## src/design/irq_ctrl_consts.svh

```systemverilog
// Constants for the prioritized interrupt controller
`ifndef IRQ_CTRL_CONSTS_SVH
`define IRQ_CTRL_CONSTS_SVH
// **********************
// Register indices (byte address is index times four)
// **********************
`define IDX_FLAGS_B 8'h97
`define IDX_EN_C 8'h9A
`define IDX_EN_A 8'hA8
`define IDX_PRIO_LO 8'hA9
`define IDX_EN_B 8'hB8
`define IDX_PRIO_HI 8'hB9
`define IDX_FLAGS_A 8'hC0
`define IDX_EVT_STAT 8'hD0
`define IDX_EVT_CLR 8'hD1
`define IDX_EVT_EN 8'hD2
`define IDX_INSERV 8'hD3
`define REG_RST 8'h00
// **********************
// Field positions and masks
// **********************
`define EN_A_GATE 7
`define EN_A_T2 5
`define EN_A_SER0 4
`define EN_A_T1 3
`define EN_A_EXT1 2
`define EN_A_T0 1
`define EN_A_EXT0 0
`define EN_B_T2RL 7
`define EN_C_CMP 2
`define EN_C_RTC 1
`define EN_C_SER1 0
`define FA_T2RL 7
`define FA_T2OV 6
`define FB_CMP 2
`define FB_RTC 1
// Flags A and enable B share one layout for these sources
`define FL_PWM 0
`define FL_SPI 1
`define FL_ADC 2
`define FL_KBI 3
`define FL_LVI 4
`define FL_IIC 5
`define EN_MASK 8'hBF
`define EN_C_MASK 8'h07
`define FB_MASK 8'h06
`define PRIO_MASK 8'h3F
`define EVT_TAKEN 0
`define EVT_NESTED 1
`define EVT_RETURN 2
`define EVT_MASK 8'h07
// **********************
// Sources in polling order
// **********************
`define NUM_SRC 15
`define SRC_EXT0 4'h0
`define SRC_SER1 4'h1
`define SRC_PWM 4'h2
`define SRC_T0 4'h3
`define SRC_RTC 4'h4
`define SRC_SPI 4'h5
`define SRC_EXT1 4'h6
`define SRC_CMP 4'h7
`define SRC_ADC 4'h8
`define SRC_T1 4'h9
`define SRC_KBI 4'hA
`define SRC_SER0 4'hB
`define SRC_LVI 4'hC
`define SRC_T2 4'hD
`define SRC_IIC 4'hE
// **********************
// Vectors and call timing
// **********************
`define VEC_EXT0 16'h0003
`define VEC_T0 16'h000B
`define VEC_EXT1 16'h0013
`define VEC_T1 16'h001B
`define VEC_SER0 16'h0023
`define VEC_T2 16'h002B
`define VEC_PWM 16'h0043
`define VEC_SPI 16'h004B
`define VEC_ADC 16'h0053
`define VEC_KBI 16'h005B
`define VEC_LVI 16'h0063
`define VEC_IIC 16'h006B
`define VEC_SER1 16'h0083
`define VEC_RTC 16'h008B
`define VEC_CMP 16'h0093
`define CALL_LAST 3'h5
`endif

```

## src/design/irq_ctrl_pkg.sv

```systemverilog
// Types shared by the interrupt controller files
package irq_ctrl_pkg;
    typedef enum logic [1:0] {
        ST_IDLE = 2'b00,
        ST_DETECT = 2'b01,
        ST_CALL = 2'b11
    } ctl_state_t;
    typedef logic [3:0] src_idx_t;
    typedef logic [1:0] prio_lvl_t;
endpackage

```

## src/design/arb_if.sv

```systemverilog
// Request and winner signals between controller and arbiter
`timescale 1ns/100ps
`include "irq_ctrl_consts.svh"
interface arb_if;
    logic [`NUM_SRC-1:0] req;
    irq_ctrl_pkg::prio_lvl_t lvl [`NUM_SRC];
    logic win_valid;
    irq_ctrl_pkg::src_idx_t win_idx;
    irq_ctrl_pkg::prio_lvl_t win_lvl;
    modport ctl (output req, lvl, input win_valid, win_idx, win_lvl);
    modport arb (input req, lvl, output win_valid, win_idx, win_lvl);
endinterface

```

## src/design/irq_poll_arbiter.sv

```systemverilog
// Level-then-polling-order arbiter over all request lines
`timescale 1ns/100ps
`include "irq_ctrl_consts.svh"
module irq_poll_arbiter (
    // Requests in, winner out
    arb_if.arb bus
);
    logic found;
    irq_ctrl_pkg::src_idx_t idx;
    irq_ctrl_pkg::prio_lvl_t lvl;

    // **********************
    // Resolver
    // **********************
    // lowest index wins a tie
    always_comb begin
        found = 1'b0;
        idx = 4'h0;
        lvl = 2'h0;
        // Walking downward with >= lets the earlier source take a tie
        for (int i = `NUM_SRC - 1; i >= 0; i--) begin
            if (bus.req[i] && (!found || bus.lvl[i] >= lvl)) begin
                found = 1'b1;
                idx = 4'(i);
                lvl = bus.lvl[i];
            end
        end
    end

    assign bus.win_valid = found;
    assign bus.win_idx = idx;
    assign bus.win_lvl = lvl;
endmodule

```

## src/design/irq_prio_ctrl.sv

```systemverilog
// Prioritized interrupt controller with APB register access
//
// The APB interface to the registers was decided locally.
`timescale 1ns/100ps
`include "irq_ctrl_consts.svh"
module irq_prio_ctrl (
    // Clock, reset, enable
    input wire logic ref_clk_in,
    input wire logic arst_n_in,
    input wire logic ce_in,
    // APB slave
    input wire logic psel_in,
    input wire logic penable_in,
    input wire logic pwrite_in,
    input wire logic [9:0] paddr_in,
    input wire logic [31:0] pwdata_in,
    output logic [31:0] prdata_out,
    output logic pready_out,
    output logic pslverr_out,
    // Interrupt sources
    input wire logic pin_irq_a_in,
    input wire logic pin_irq_b_in,
    input wire logic timer0_req_in,
    input wire logic timer1_req_in,
    input wire logic serial_a_req_in,
    input wire logic serial_b_req_in,
    input wire logic [7:0] flag_a_set_in,
    input wire logic comparator_set_in,
    input wire logic clock_alarm_set_in,
    // CPU core
    input wire logic cpu_ack_in,
    input wire logic return_from_interrupt_in,
    output logic irq_req_out,
    output logic [15:0] vector_out,
    output logic call_active_out,
    output logic vector_enter_out,
    // Summary interrupt
    output logic irq_out
);
    // **********************
    // Declarations
    // **********************
    logic pin_a_q1_r, pin_a_q2_r, pin_b_q1_r, pin_b_q2_r;
    logic [7:0] en_a_r, en_b_r, en_c_r, prio_lo_r, prio_hi_r, flags_a_r, flags_b_r;
    logic [7:0] en_a_nxt, en_b_nxt, en_c_nxt, prio_lo_nxt, prio_hi_nxt;
    logic [7:0] flags_a_nxt, flags_b_nxt, evt_r, evt_nxt, evt_en_r, evt_en_nxt;
    logic [3:0] inserv_r, inserv_nxt;
    logic [2:0] cnt_r, cnt_nxt, top;
    logic [31:0] prdata_r, prdata_nxt;
    logic irq_line_r, irq_line_nxt, enter_r, enter_nxt;
    irq_ctrl_pkg::ctl_state_t st_r, st_nxt;
    irq_ctrl_pkg::src_idx_t idx_r, idx_nxt;
    irq_ctrl_pkg::prio_lvl_t lvl_r, lvl_nxt;
    logic [15:0] vec_r, vec_nxt;
    logic [7:0] addr_idx, rd_byte;
    logic wr, entering, allowed, gate;
    arb_if arb_bus ();

    irq_poll_arbiter u_arb (
        .bus(arb_bus)
    );

    // **********************
    // Helper functions
    // **********************
    function automatic logic [2:0] top_lvl(input logic [3:0] s);
        top_lvl = 3'h0;
        for (int i = 0; i < 4; i++) begin
            if (s[i]) begin
                top_lvl = {1'b1, 2'(i)};
            end
        end
    endfunction

    function automatic logic is_mapped(input logic [7:0] a);
        case (a)
            `IDX_FLAGS_B, `IDX_EN_C, `IDX_EN_A, `IDX_PRIO_LO, `IDX_EN_B,
            `IDX_PRIO_HI, `IDX_FLAGS_A, `IDX_EVT_STAT, `IDX_EVT_CLR,
            `IDX_EVT_EN, `IDX_INSERV: is_mapped = 1'b1;
            default: is_mapped = 1'b0;
        endcase
    endfunction

    function automatic logic [2:0] grp_of(input irq_ctrl_pkg::src_idx_t s);
        unique case (s)
            `SRC_EXT0, `SRC_SER1, `SRC_PWM: grp_of = 3'h0;
            `SRC_T0, `SRC_RTC, `SRC_SPI: grp_of = 3'h1;
            `SRC_EXT1, `SRC_CMP, `SRC_ADC: grp_of = 3'h2;
            `SRC_T1, `SRC_KBI: grp_of = 3'h3;
            `SRC_SER0, `SRC_LVI: grp_of = 3'h4;
            `SRC_T2, `SRC_IIC: grp_of = 3'h5;
            default: grp_of = 3'h0;
        endcase
    endfunction

    function automatic logic [15:0] vector_of(input irq_ctrl_pkg::src_idx_t s);
        unique case (s)
            `SRC_EXT0: vector_of = `VEC_EXT0;
            `SRC_SER1: vector_of = `VEC_SER1;
            `SRC_PWM: vector_of = `VEC_PWM;
            `SRC_T0: vector_of = `VEC_T0;
            `SRC_RTC: vector_of = `VEC_RTC;
            `SRC_SPI: vector_of = `VEC_SPI;
            `SRC_EXT1: vector_of = `VEC_EXT1;
            `SRC_CMP: vector_of = `VEC_CMP;
            `SRC_ADC: vector_of = `VEC_ADC;
            `SRC_T1: vector_of = `VEC_T1;
            `SRC_KBI: vector_of = `VEC_KBI;
            `SRC_SER0: vector_of = `VEC_SER0;
            `SRC_LVI: vector_of = `VEC_LVI;
            `SRC_T2: vector_of = `VEC_T2;
            `SRC_IIC: vector_of = `VEC_IIC;
            default: vector_of = `VEC_EXT0;
        endcase
    endfunction

    // **********************
    // Pin synchronisers
    // **********************
    always_ff @(posedge ref_clk_in or negedge arst_n_in) begin
        if (!arst_n_in) begin
            pin_a_q1_r <= 1'b0;
            pin_a_q2_r <= 1'b0;
            pin_b_q1_r <= 1'b0;
            pin_b_q2_r <= 1'b0;
        end else if (ce_in) begin
            pin_a_q1_r <= pin_irq_a_in;
            pin_a_q2_r <= pin_a_q1_r;
            pin_b_q1_r <= pin_irq_b_in;
            pin_b_q2_r <= pin_b_q1_r;
        end
    end

    // **********************
    // Request gating
    // **********************
    assign gate = en_a_r[`EN_A_GATE];
    always_comb begin
        arb_bus.req = '0;
        // flag and own enable per source
        arb_bus.req[`SRC_EXT0] = pin_a_q2_r & en_a_r[`EN_A_EXT0];
        arb_bus.req[`SRC_SER1] = serial_b_req_in & en_c_r[`EN_C_SER1];
        arb_bus.req[`SRC_PWM] = flags_a_r[`FL_PWM] & en_b_r[`FL_PWM];
        arb_bus.req[`SRC_T0] = timer0_req_in & en_a_r[`EN_A_T0];
        arb_bus.req[`SRC_RTC] = flags_b_r[`FB_RTC] & en_c_r[`EN_C_RTC];
        arb_bus.req[`SRC_SPI] = flags_a_r[`FL_SPI] & en_b_r[`FL_SPI];
        arb_bus.req[`SRC_EXT1] = pin_b_q2_r & en_a_r[`EN_A_EXT1];
        arb_bus.req[`SRC_CMP] = flags_b_r[`FB_CMP] & en_c_r[`EN_C_CMP];
        arb_bus.req[`SRC_ADC] = flags_a_r[`FL_ADC] & en_b_r[`FL_ADC];
        arb_bus.req[`SRC_T1] = timer1_req_in & en_a_r[`EN_A_T1];
        arb_bus.req[`SRC_KBI] = flags_a_r[`FL_KBI] & en_b_r[`FL_KBI];
        arb_bus.req[`SRC_SER0] = serial_a_req_in & en_a_r[`EN_A_SER0];
        arb_bus.req[`SRC_LVI] = flags_a_r[`FL_LVI] & en_b_r[`FL_LVI];
        // reload cause also needs its own enable
        arb_bus.req[`SRC_T2] = en_a_r[`EN_A_T2] & (flags_a_r[`FA_T2OV]
            | (flags_a_r[`FA_T2RL] & en_b_r[`EN_B_T2RL]));
        arb_bus.req[`SRC_IIC] = flags_a_r[`FL_IIC] & en_b_r[`FL_IIC];
        if (!gate) begin
            arb_bus.req = '0;
        end
    end

    // group level from both priority registers
    for (genvar g = 0; g < `NUM_SRC; g++) begin : g_lvl
        assign arb_bus.lvl[g] = {prio_hi_r[grp_of(4'(g))], prio_lo_r[grp_of(4'(g))]};
    end

    // **********************
    // Sequencer
    // **********************
    assign top = top_lvl(inserv_r);
    // strictly higher than the running level
    assign allowed = arb_bus.win_valid && (!top[2] || arb_bus.win_lvl > top[1:0]);
    assign entering = (st_r == irq_ctrl_pkg::ST_CALL) && (cnt_r == `CALL_LAST);

    always_comb begin
        st_nxt = st_r;
        idx_nxt = idx_r;
        lvl_nxt = lvl_r;
        vec_nxt = vec_r;
        cnt_nxt = cnt_r;
        enter_nxt = 1'b0;
        inserv_nxt = inserv_r;
        if (return_from_interrupt_in && top[2]) begin
            inserv_nxt[top[1:0]] = 1'b0;
        end
        unique case (st_r)
            irq_ctrl_pkg::ST_IDLE: begin
                if (allowed) begin
                    st_nxt = irq_ctrl_pkg::ST_DETECT;
                    idx_nxt = arb_bus.win_idx;
                    lvl_nxt = arb_bus.win_lvl;
                    vec_nxt = vector_of(arb_bus.win_idx);
                end
            end
            irq_ctrl_pkg::ST_DETECT: begin
                // Core acks what it saw, so no re-latch on the ack cycle
                if (cpu_ack_in) begin
                    st_nxt = irq_ctrl_pkg::ST_CALL;
                    cnt_nxt = 3'h0;
                end else if (!allowed) begin
                    st_nxt = irq_ctrl_pkg::ST_IDLE;
                end else begin
                    idx_nxt = arb_bus.win_idx;
                    lvl_nxt = arb_bus.win_lvl;
                    vec_nxt = vector_of(arb_bus.win_idx);
                end
            end
            irq_ctrl_pkg::ST_CALL: begin
                // six cycles of forced call to the vector
                cnt_nxt = cnt_r + 3'h1;
                if (entering) begin
                    st_nxt = irq_ctrl_pkg::ST_IDLE;
                    enter_nxt = 1'b1;
                    inserv_nxt[lvl_r] = 1'b1;
                end
            end
            default: st_nxt = irq_ctrl_pkg::ST_IDLE;
        endcase
    end

    always_ff @(posedge ref_clk_in or negedge arst_n_in) begin
        if (!arst_n_in) begin
            st_r <= irq_ctrl_pkg::ST_IDLE;
            idx_r <= 4'h0;
            lvl_r <= 2'h0;
            vec_r <= 16'h0000;
            cnt_r <= 3'h0;
            enter_r <= 1'b0;
            inserv_r <= 4'h0;
        end else if (ce_in) begin
            st_r <= st_nxt;
            idx_r <= idx_nxt;
            lvl_r <= lvl_nxt;
            vec_r <= vec_nxt;
            cnt_r <= cnt_nxt;
            enter_r <= enter_nxt;
            inserv_r <= inserv_nxt;
        end
    end

    // **********************
    // Register file
    // **********************
    assign addr_idx = paddr_in[9:2];
    assign wr = psel_in && penable_in && pwrite_in && ce_in && is_mapped(addr_idx);

    always_comb begin
        unique case (addr_idx)
            `IDX_FLAGS_B: rd_byte = flags_b_r;
            `IDX_EN_C: rd_byte = en_c_r;
            `IDX_EN_A: rd_byte = en_a_r;
            `IDX_PRIO_LO: rd_byte = prio_lo_r;
            `IDX_EN_B: rd_byte = en_b_r;
            `IDX_PRIO_HI: rd_byte = prio_hi_r;
            `IDX_FLAGS_A: rd_byte = flags_a_r;
            `IDX_EVT_STAT: rd_byte = evt_r;
            `IDX_EVT_EN: rd_byte = evt_en_r;
            `IDX_INSERV: rd_byte = {4'h0, inserv_r};
            default: rd_byte = 8'h00;
        endcase
    end

    always_comb begin
        en_a_nxt = en_a_r;
        en_b_nxt = en_b_r;
        en_c_nxt = en_c_r;
        prio_lo_nxt = prio_lo_r;
        prio_hi_nxt = prio_hi_r;
        flags_a_nxt = flags_a_r;
        flags_b_nxt = flags_b_r;
        evt_nxt = evt_r;
        evt_en_nxt = evt_en_r;
        prdata_nxt = prdata_r;
        if (psel_in && !penable_in) begin
            prdata_nxt = {24'h000000, rd_byte};
        end
        if (wr) begin
            unique case (addr_idx)
                `IDX_EN_A: en_a_nxt = pwdata_in[7:0] & `EN_MASK;
                `IDX_EN_B: en_b_nxt = pwdata_in[7:0] & `EN_MASK;
                `IDX_EN_C: en_c_nxt = pwdata_in[7:0] & `EN_C_MASK;
                `IDX_PRIO_LO: prio_lo_nxt = pwdata_in[7:0] & `PRIO_MASK;
                `IDX_PRIO_HI: prio_hi_nxt = pwdata_in[7:0] & `PRIO_MASK;
                `IDX_FLAGS_A: flags_a_nxt = pwdata_in[7:0];
                // software may clear RTC and comparator flags
                `IDX_FLAGS_B: flags_b_nxt = pwdata_in[7:0] & `FB_MASK;
                `IDX_EVT_CLR: evt_nxt = evt_r & ~pwdata_in[7:0];
                `IDX_EVT_EN: evt_en_nxt = pwdata_in[7:0] & `EVT_MASK;
                default: evt_en_nxt = evt_en_r;
            endcase
        end
        // vector entry clears the RTC or comparator flag
        if (entering && idx_r == `SRC_RTC) begin
            flags_b_nxt[`FB_RTC] = 1'b0;
        end
        if (entering && idx_r == `SRC_CMP) begin
            flags_b_nxt[`FB_CMP] = 1'b0;
        end
        // hardware set wins over any clear
        flags_a_nxt = flags_a_nxt | flag_a_set_in;
        flags_b_nxt[`FB_RTC] = flags_b_nxt[`FB_RTC] | clock_alarm_set_in;
        flags_b_nxt[`FB_CMP] = flags_b_nxt[`FB_CMP] | comparator_set_in;
        evt_nxt[`EVT_TAKEN] = evt_nxt[`EVT_TAKEN] | entering;
        evt_nxt[`EVT_NESTED] = evt_nxt[`EVT_NESTED] | (entering && top[2]);
        evt_nxt[`EVT_RETURN] = evt_nxt[`EVT_RETURN] | (return_from_interrupt_in && top[2]);
        irq_line_nxt = |(evt_nxt & evt_en_nxt);
    end

    always_ff @(posedge ref_clk_in or negedge arst_n_in) begin
        if (!arst_n_in) begin
            // all nine registers clear on reset
            en_a_r <= `REG_RST;
            en_b_r <= `REG_RST;
            en_c_r <= `REG_RST;
            prio_lo_r <= `REG_RST;
            prio_hi_r <= `REG_RST;
            flags_a_r <= `REG_RST;
            flags_b_r <= `REG_RST;
            evt_r <= `REG_RST;
            evt_en_r <= `REG_RST;
            prdata_r <= 32'h00000000;
            irq_line_r <= 1'b0;
        end else if (ce_in) begin
            en_a_r <= en_a_nxt;
            en_b_r <= en_b_nxt;
            en_c_r <= en_c_nxt;
            prio_lo_r <= prio_lo_nxt;
            prio_hi_r <= prio_hi_nxt;
            flags_a_r <= flags_a_nxt;
            flags_b_r <= flags_b_nxt;
            evt_r <= evt_nxt;
            evt_en_r <= evt_en_nxt;
            prdata_r <= prdata_nxt;
            irq_line_r <= irq_line_nxt;
        end
    end

    // **********************
    // Outputs
    // **********************
    // Frozen block cannot take a transfer, so it stretches the access
    assign pready_out = ce_in;
    assign pslverr_out = psel_in && penable_in && !is_mapped(addr_idx);
    assign prdata_out = prdata_r;
    assign irq_req_out = (st_r == irq_ctrl_pkg::ST_DETECT);
    assign vector_out = vec_r;
    assign call_active_out = (st_r == irq_ctrl_pkg::ST_CALL);
    assign vector_enter_out = enter_r;
    assign irq_out = irq_line_r;
endmodule

```

## config.mk

```make
export PLATFORM = sky130hd
export DESIGN_NAME = irq_prio_ctrl
export DESIGN_NICKNAME = d
export VERILOG_FILES = /design/src/design/irq_ctrl_pkg.sv /design/src/design/arb_if.sv /design/src/design/irq_poll_arbiter.sv /design/src/design/irq_prio_ctrl.sv
export VERILOG_INCLUDE_DIRS = /design/src /design/src/design
export SDC_FILE = /design/constraint.sdc
export NUM_CORES = 1
export LEC_CHECK = 0
export BUFFER_PORTS_ARGS = -buffer_cell sky130_fd_sc_hd__buf_4
export CAP_MARGIN = 10
export CELL_PAD_IN_SITES_DETAIL_PLACEMENT = 0
export CELL_PAD_IN_SITES_GLOBAL_PLACEMENT = 1
export CORE_MARGIN = 10
export CORE_UTILIZATION = 38
export DETAILED_ROUTE_END_ITERATION = 6
export GPL_TIMING_DRIVEN = 0
export PLACE_DENSITY_LB_ADDON = 0.2
export SLEW_MARGIN = 20
export SYNTH_ARGS = -nofsm -noshare
export SYNTH_HDL_FRONTEND = slang
export SYNTH_SLANG_ARGS = --single-unit
```

## constraint.sdc

```tcl
create_clock -name ref_clk_in -period 23.1 [get_ports ref_clk_in]
set_input_delay 0 -clock ref_clk_in [delete_from_list [all_inputs] [get_ports ref_clk_in]]
set_output_delay 0 -clock ref_clk_in [all_outputs]
set_load 0.01 [all_outputs]
```

# Word-level counts from Yosys, hierarchy flattened

Memory sizes are Yosys's and may differ from the RTL's.
Index checks and enable logic that the tools add are counted.

Add/sub/neg operators: 1
Divide/modulo/power cells: 0
Multiply operators: 0
Equality and inequality tests: 22
Reduce and logical (&&, ||, !) cells: 75
Shift-type cells: 0
Bitwise logic cells: 29
Mux-type cells: 88
Magnitude comparators: 19

Operators with widths:

| cell               | number |
|---|---|
| $eq 8x8->1 const B | 11 |
| $mux 4             | 20 |
| $pmux 8 s10        | 1 |
| $mux 16            | 3 |
| $mux 8             | 6 |
| $mux 2             | 21 |
| $pmux 16 s2        | 1 |
| $ge 2x2->1         | 14 |
| $logic_and 1x1->1  | 28 |
| $mux 1             | 22 |
| $mux 3             | 7 |
| $reduce_and 3->1   | 7 |
| $logic_not 1->1    | 17 |
| $and 1x1->1        | 16 |
| $and 8x8->8        | 2 |
| $logic_or 1x1->1   | 15 |
| $mux 15            | 1 |
| $reduce_or 11->1   | 1 |
| $eq 4x3->1 const B | 2 |
| $not 8->8          | 1 |
| $or 8x8->8         | 1 |
| $pmux 4 s2         | 1 |
| $reduce_or 8->1    | 1 |
| $lt 2x3->1 const B | 2 |
| 22 further kinds   | 33 |

Latch bits: 0
Memories: 2
ROM bits: 160
RAM bits: 0
Output and inout port bits: 54
Register bits after elaboration: 100

Memories:

| name            | words | width | read ports | clocked after Yosys merged registers in | write ports | RTL line            | text |
|---|---|---|---|---|---|---|---|
| (no name shown) | 16    | 5     | 1          | 0                                       | 0           | irq_prio_ctrl.sv:97 | `unique case (s)` |
| (no name shown) | 16    | 5     | 1          | 0                                       | 0           | irq_prio_ctrl.sv:97 |  |

# Logic depth before layout (Yosys ltp)

Depth in word-level cells: 67
Depth in mapped cells: 101
Gate-level depth less buffers: 99

# Hierarchy

From an unflattened synthesis, not the netlist that was laid out.

Cells, all modules: 708
Area total of the unflattened synthesis: 6503.7 µm²

Modules (own cells, without submodules):

| module           | area each (µm²) | cells each | times used |
|---|---|---|---|
| irq_prio_ctrl    | 5011.1          | 486        | 1 |
| irq_poll_arbiter | 1492.7          | 222        | 1 |

# Worst setup path before layout

No wires, ideal clock.

Path kind: reg2reg
Start: register en_a_r[7]
End: register vec_r[4] (netlist: vector_out[4])
Data arrival time: 17.794 ns
Cell stages (with the launch flop): 97
Buffers on the path: 2
Slack: 5.238 ns
Clock period less this slack: 17.862 ns
Cell sequence: dfrtp_1 > buf_6 > nand3_1 > o21ai_2 > and2_1 > ha_1 > nand2b_1 > nand2b_1 > a21oi_1 > nor2b_1 > mux2_2 > ha_1 > nand4b_1 > and4_1 > nand2_1 > nor2b_1 > o22ai_1 > ha_1 > [61 not listed] > nand2_1 > o21ai_0 > ha_1 > nand2b_1 > a21oi_1 > a21bo_2 > and2_0 > mux2_4 > ha_1 > nor2b_1 > o21ai_0 > nand2_1 > o2111ai_1 > a21oi_1 > nand2_1 > or3_1 > or3b_1 > nand3_1

Word-level cells in the longest chain between the ends: 63
Elaborated cells on any way between the ends: 114
Classes of those cells: order compare (15); eq/ne (2); mux (50); reduce/logical (45); memory (2)

RTL lines:

| item                                               | RTL line               | text |
|---|---|---|
| start, declared                                    | irq_prio_ctrl.sv:44    | `logic [7:0] en_a_r, en_b_r, en_c_r, prio_lo_r, prio_hi_r, flags_a_r, flags_b_r;` |
| start signal, assigned                             | irq_prio_ctrl.sv:313   | `` en_a_r <= `REG_RST; `` |
| start signal, assigned                             | irq_prio_ctrl.sv:325   | `en_a_r <= en_a_nxt;` |
| $mux 15 *                                          | irq_prio_ctrl.sv:158   | `if (!gate) begin` |
| $mux 2 or $mux 1 (tied branches)                   | irq_poll_arbiter.sv:22 | `if (bus.req[i] && (!found \|\| bus.lvl[i] >= lvl)) begin` |
| $ge 2x2->1 or $logic_not 1->1 (tied branches)      | irq_poll_arbiter.sv:22 |  |
| $logic_or 1x1->1                                   | irq_poll_arbiter.sv:22 |  |
| $logic_and 1x1->1                                  | irq_poll_arbiter.sv:22 |  |
| $mux 2 or $mux 1 (tied branches)                   | irq_poll_arbiter.sv:22 |  |
| $ge 2x2->1 or $logic_not 1->1 (tied branches)      | irq_poll_arbiter.sv:22 |  |
| $logic_or 1x1->1                                   | irq_poll_arbiter.sv:22 |  |
| [48 not listed]                                    | n/a                    |  |
| $logic_and 1x1->1                                  | irq_poll_arbiter.sv:22 |  |
| $mux 2 *                                           | irq_poll_arbiter.sv:22 |  |
| named net arb_bus.win_lvl[1]                       | arb_if.sv:9            | `irq_ctrl_pkg::prio_lvl_t win_lvl;` |
| $gt 2x2->1 *                                       | irq_prio_ctrl.sv:173   | `assign allowed = arb_bus.win_valid && (!top[2] \|\| arb_bus.win_lvl > top[1:0]);` |
| $logic_or 1x1->1 *                                 | irq_prio_ctrl.sv:173   |  |
| $logic_and 1x1->1 *                                | irq_prio_ctrl.sv:173   |  |
| $ne 2x1->1 (no line) or $ne 2x2->1 (tied branches) | n/a                    |  |
| $reduce_and 5->1 (no line) *                       | n/a                    |  |
| end signal, assigned                               | irq_prio_ctrl.sv:235   | `vec_r <= vec_nxt;` |
| end, declared                                      | irq_prio_ctrl.sv:54    | `logic [15:0] vec_r, vec_nxt;` |

The timed path passes the listed nets; every way through them passes the cells marked *. The select of a mux whose other input is x is not followed.
A chain may end at the register's enable or synchronous reset.

# Worst setup path after layout

Start: register en_b_r[7]
End: register vec_r[4] (netlist: vector_out[4])

Word-level cells in the longest chain between the ends: 63
Elaborated cells on any way between the ends: 111
Classes of those cells: order compare (14); eq/ne (2); mux (47); bitwise (3); reduce/logical (43); memory (2)

RTL lines:

| item                                               | RTL line               | text |
|---|---|---|
| start, declared                                    | irq_prio_ctrl.sv:44    |  |
| start signal, assigned                             | irq_prio_ctrl.sv:314   | `` en_b_r <= `REG_RST; `` |
| start signal, assigned                             | irq_prio_ctrl.sv:326   | `en_b_r <= en_b_nxt;` |
| $and 1x1->1 *                                      | irq_prio_ctrl.sv:156   | `` \| (flags_a_r[`FA_T2RL] & en_b_r[`EN_B_T2RL])); `` |
| $or 1x1->1 *                                       | irq_prio_ctrl.sv:155   | `` arb_bus.req[`SRC_T2] = en_a_r[`EN_A_T2] & (flags_a_r[`FA_T2OV] `` |
| $and 1x1->1 *                                      | irq_prio_ctrl.sv:155   |  |
| $mux 15 *                                          | irq_prio_ctrl.sv:158   |  |
| $logic_and 1x1->1 *                                | irq_poll_arbiter.sv:22 |  |
| $mux 2 or $mux 1 (tied branches)                   | irq_poll_arbiter.sv:22 |  |
| $ge 2x2->1 or $logic_not 1->1 (tied branches)      | irq_poll_arbiter.sv:22 |  |
| $logic_or 1x1->1                                   | irq_poll_arbiter.sv:22 |  |
| [48 not listed]                                    | n/a                    |  |
| $logic_and 1x1->1                                  | irq_poll_arbiter.sv:22 |  |
| $mux 2 *                                           | irq_poll_arbiter.sv:22 |  |
| named net arb_bus.win_lvl[1]                       | arb_if.sv:9            |  |
| $gt 2x2->1 *                                       | irq_prio_ctrl.sv:173   |  |
| $logic_or 1x1->1 *                                 | irq_prio_ctrl.sv:173   |  |
| $logic_and 1x1->1 *                                | irq_prio_ctrl.sv:173   |  |
| $ne 2x1->1 (no line) or $ne 2x2->1 (tied branches) | n/a                    |  |
| $reduce_and 5->1 (no line) *                       | n/a                    |  |

Marks and branches as above.

==> impl_results.md <==
- Status: complete, no violations
- Largest net degree at the start of global routing: roughly 90
- CTS tree: built
- Worst Tran Pin Value: approximately 1100 ps
- Worst path slowest cell: or4b_4
- Gp weighted congestion: 0.868
- Netlist cell types: 74
- DP Worst Slack: 2750 ps
- Cell row count: between 40 and 50
- Post-CTS resize count: 0
- Num CTS Buffers: 9
- Fill cell count: ~1600
- Post-DP HPWL: around 14000 um
- Most common flop cell mapped by yosys: dfrtp_1
- Setup TNS: 0 ps
- Iter 0 DRT Violations: ~310
- CP startpoint kind: flip-flop
- Reg clk slew, reported paths: around 70 ps
- P_leak: 3.53 nW
- Post-Route WL: about 18000 um
- Mapped Area: a little over 6000 um^2
- Setup WS post-layout: approximately 2600 ps
- Clk_skew: around 8 ps
- I/O pins: 120
- Unrepaired setup endpoints after global routing: no
- Ratio of final minimum period to clock period: about nine tenths
- Finished Layout Cells: between 1000 and 1500
- Sw Pwr: slightly above 0.00008 W
- Most used cell, CP: ha_1
- Part of the power in registers: a little under half
- Diodes inserted: 0
- Number of hold buffers added after cts: 29
- Largest fanout on the critical path: 6
- Rel. slew slack: 27.9%
- Asr flop ratio synth: 100%
- Post-CTS Setup Inserts: 0
- Layout cells sized above 1: a little over a fifth
- NumNets Final: around 890
- Max Fclk: 0.0487 GHz
- Worst-skew pair later-pin latency: 340 ps
- Area Growth Syn to Fin: 23.3%
- Post-synth EDFFs: 0
- Crit. End Element: flip-flop
- Clock buffer depth: 2
- # clock sinks: 90
- Multi-input gate area: 3550 um^2
- Routed len/inst: around 18 um
- Post-Syn Area per Cell: 9.06 um^2
- Power density cells: between 40 and 50 nW/um^2
- CTS Root Cell: clkbuf_16
- WS Path Type: flip-flop to flip-flop
- Maximum vdd drop: 0.0334 mV
- Logic pwr share: 11.2%
- # setup viols final: 0
- Antenna Nets Post-Route: 0
- Vias/cell: approximately 5.4
- Power, Total: between 0.0003 and 0.0004 W
- Antenna violations before repair: 0
- Max Cap Violations: 0
- WHS Path Cells: 5
- Yosys warning count: 0
- DR vias: about 5500
- Die W: 147 um
- Die height: 147 um
- DRC: 0
- Final min period: ~21000 ps
- Htree depth: 3
- Reg2reg setup slack: 2580 ps
- #FFs+latches synth: 90
- First-pass GRT wire length: between 30000 and 40000 um
- Hold WS: ~26 ps
- Cells on worst reg2reg path: 93
- Seq/Total Area, Yosys: between 30% and 40%
- Final hold vios: 0
- Crit-path max cell delay: 550 ps
- CP required: approximately 23000 ps
- Total GRT Usage: 16.9%
- Sw frac: between 20 and 25%
- Full die area: ~22000 um^2
- DR pass1 iterations: 5
- Worst Hold Class: input port to flip-flop
- Cell-internal power: 0.000257 W
- Clock Power Share: just over 40%
- Overflow after GRT: 0
- WP data arrival: about 21000 ps
- Vias in the first global route: 5702
- Number of port buffers: 58
- CORE AREA: around 16000 um^2
- # placed instances: just under 1000
- Fin. max-slew vios: 0
- FF+latch area: approximately 2300 um^2
- Cell count after synthesis: slightly below 700
- Starting Density: 38.6%
## flip-flops by register name (all words and copies together) (netlist names), 7 cells and up
register,flops
evt_en_r,8
evt_r,8
flags_a_r,8
prdata_out,8
en_a_r,7
en_b_r,7
## cells by family after synthesis
| kind of cell | Yosys count | synth area share (%) |
|---|---|---|
| buffers and inverters | 80 | 7.25 |
| AND/OR/NAND/NOR | 254 | 21.3 |
| adder cells (fa/ha/maj) | 24 | 4.92 |
| multiplexers | 51 | 9.40 |
| AO/OA/AOI/OAI | 173 | 20.0 |
| other | 1 | 0.0614 |
| XOR/XNOR | 1 | 0.143 |
| flip-flops | 90 | 36.9 |
## final timing paths
| check | start | endpoint |
|---|---|---|
| worst max-delay path | en_b_r[7]$_DFFE_PN0P_ | vector_out[4]$_DFFE_PN0P_ |
| worst min-delay path | cpu_ack_in | st_r[0]$_DFFE_PN0P_ |
| worst max register to register | en_b_r[7]$_DFFE_PN0P_ | vector_out[4]$_DFFE_PN0P_ |
| worst min register to register | prdata_out[5]$_DFFE_PN0P_ | prdata_out[5]$_DFFE_PN0P_ |
| max in group asynchronous | arst_n_in | prio_hi_r[0]$_DFFE_PN0P_ |
| min in group asynchronous | arst_n_in | prdata_out[5]$_DFFE_PN0P_ |
## worst max-delay path: cells and delay by family (launching register included)
| kind | cells | cell delay, ps |
|---|---|---|
| simple gates | 37 | 6750 |
| buf+inv | 3 | 400 |
| compound gates | 31 | 6010 |
| mux | 8 | 2960 |
| fa+ha+maj | 14 | 3900 |
| flops | 1 | 400 |
## power by group through the flow
stage               clock (W)  combinational [W]  sequential [W]
floorplan                   0          0.0000177        0.000165
global placement            0          0.0000343        0.000165
detailed placement          0          0.0000348        0.000165
CTS                  0.000142          0.0000380        0.000163
global route         0.000149          0.0000422        0.000163
finish               0.000139          0.0000381        0.000163
## cell usage in the layout, fill, tap and decap left out, types with 11 or more instances in the layout
cell type / count
nor2b_1: 21
clkbuf_1: 22
conb_1: 33
buf_4: 93
dfrtp_1: 90
nand3_1: 26
nor2_1: 33
dlygate4sd3_1: 29
a21oi_1: 26
ha_1: 24
nand2b_1: 20
inv_1: 21
mux2_2: 39
a22oi_1: 11
o21ai_0: 53
nand2_1: 87
## metrics by stage
stage          utilization [%]  area, um^2
3_3_place_gp              43.8        6930
3_5_place_dp              43.9        6950
5_1_grt                   47.6        7530
6_report                  47.6        7530
4_1_cts                   47.5        7520
2_1_floorplan                -        6230
## synthesized netlist by cell type, types with 3 or more instances
| library cell | instances | share of area [%] |
|---|---|---|
| a22o_1 | 8 | 1.1 |
| a221oi_1 | 3 | 0.43 |
| nand4_1 | 4 | 0.41 |
| a221o_1 | 8 | 1.3 |
| a21o_1 | 6 | 0.74 |
| and2_1 | 7 | 0.72 |
| inv_1 | 21 | 1.3 |
| nor3b_1 | 7 | 0.86 |
| o21ai_0 | 53 | 4.3 |
| nor3_1 | 10 | 0.82 |
| nor2_1 | 33 | 2.0 |
| a31oi_1 | 6 | 0.61 |
| o21ai_2 | 3 | 0.43 |
| clkbuf_1 | 21 | 1.3 |
| mux2_2 | 39 | 7.2 |
| a21boi_0 | 6 | 0.74 |
| or3_1 | 4 | 0.41 |
| o31ai_1 | 6 | 0.74 |
| nor2b_1 | 21 | 2.2 |
| a22oi_1 | 11 | 1.4 |
| nand2b_1 | 20 | 2.0 |
| mux2i_1 | 9 | 1.5 |
| dfrtp_1 | 90 | 37 |
| nor4_1 | 6 | 0.61 |
| nand2_1 | 87 | 5.3 |
| and3_1 | 8 | 0.82 |
| mux2_4 | 3 | 0.74 |
| a222oi_1 | 5 | 0.82 |
| buf_4 | 36 | 4.4 |
| a21oi_1 | 26 | 2.1 |
| nand3_1 | 26 | 2.1 |
| nor4b_1 | 4 | 0.57 |
| or2_2 | 4 | 0.41 |
| ha_1 | 24 | 4.9 |
## final cells by class
| type | count | share of cell area (%) |
|---|---|---|
| Buffer | 59 | 4.84 |
| Inverter | 21 | 1.05 |
| Clock inverter | 4 | 0.349 |
| Sequential cell | 90 | 29.9 |
| Clock buffer | 12 | 3.41 |
| Tap cell | 216 | 3.59 |
| Timing Repair Buffer | 87 | 9.69 |
| Multi-Input combinational cell | 536 | 47.2 |
## metal layers
metal / GRT usage [%] / vias to the layer above / wire length (um)
met1: 21.1 / 2722 / 8180
met2: 28.9 / 135 / 8970
met5: 0 / - / 0
met3: 3.47 / 25 / 909
met4: 4.85 / 0 / 301
li1: - / 2662 / -
No activity file was read; power rests on OpenSTA's default activity.
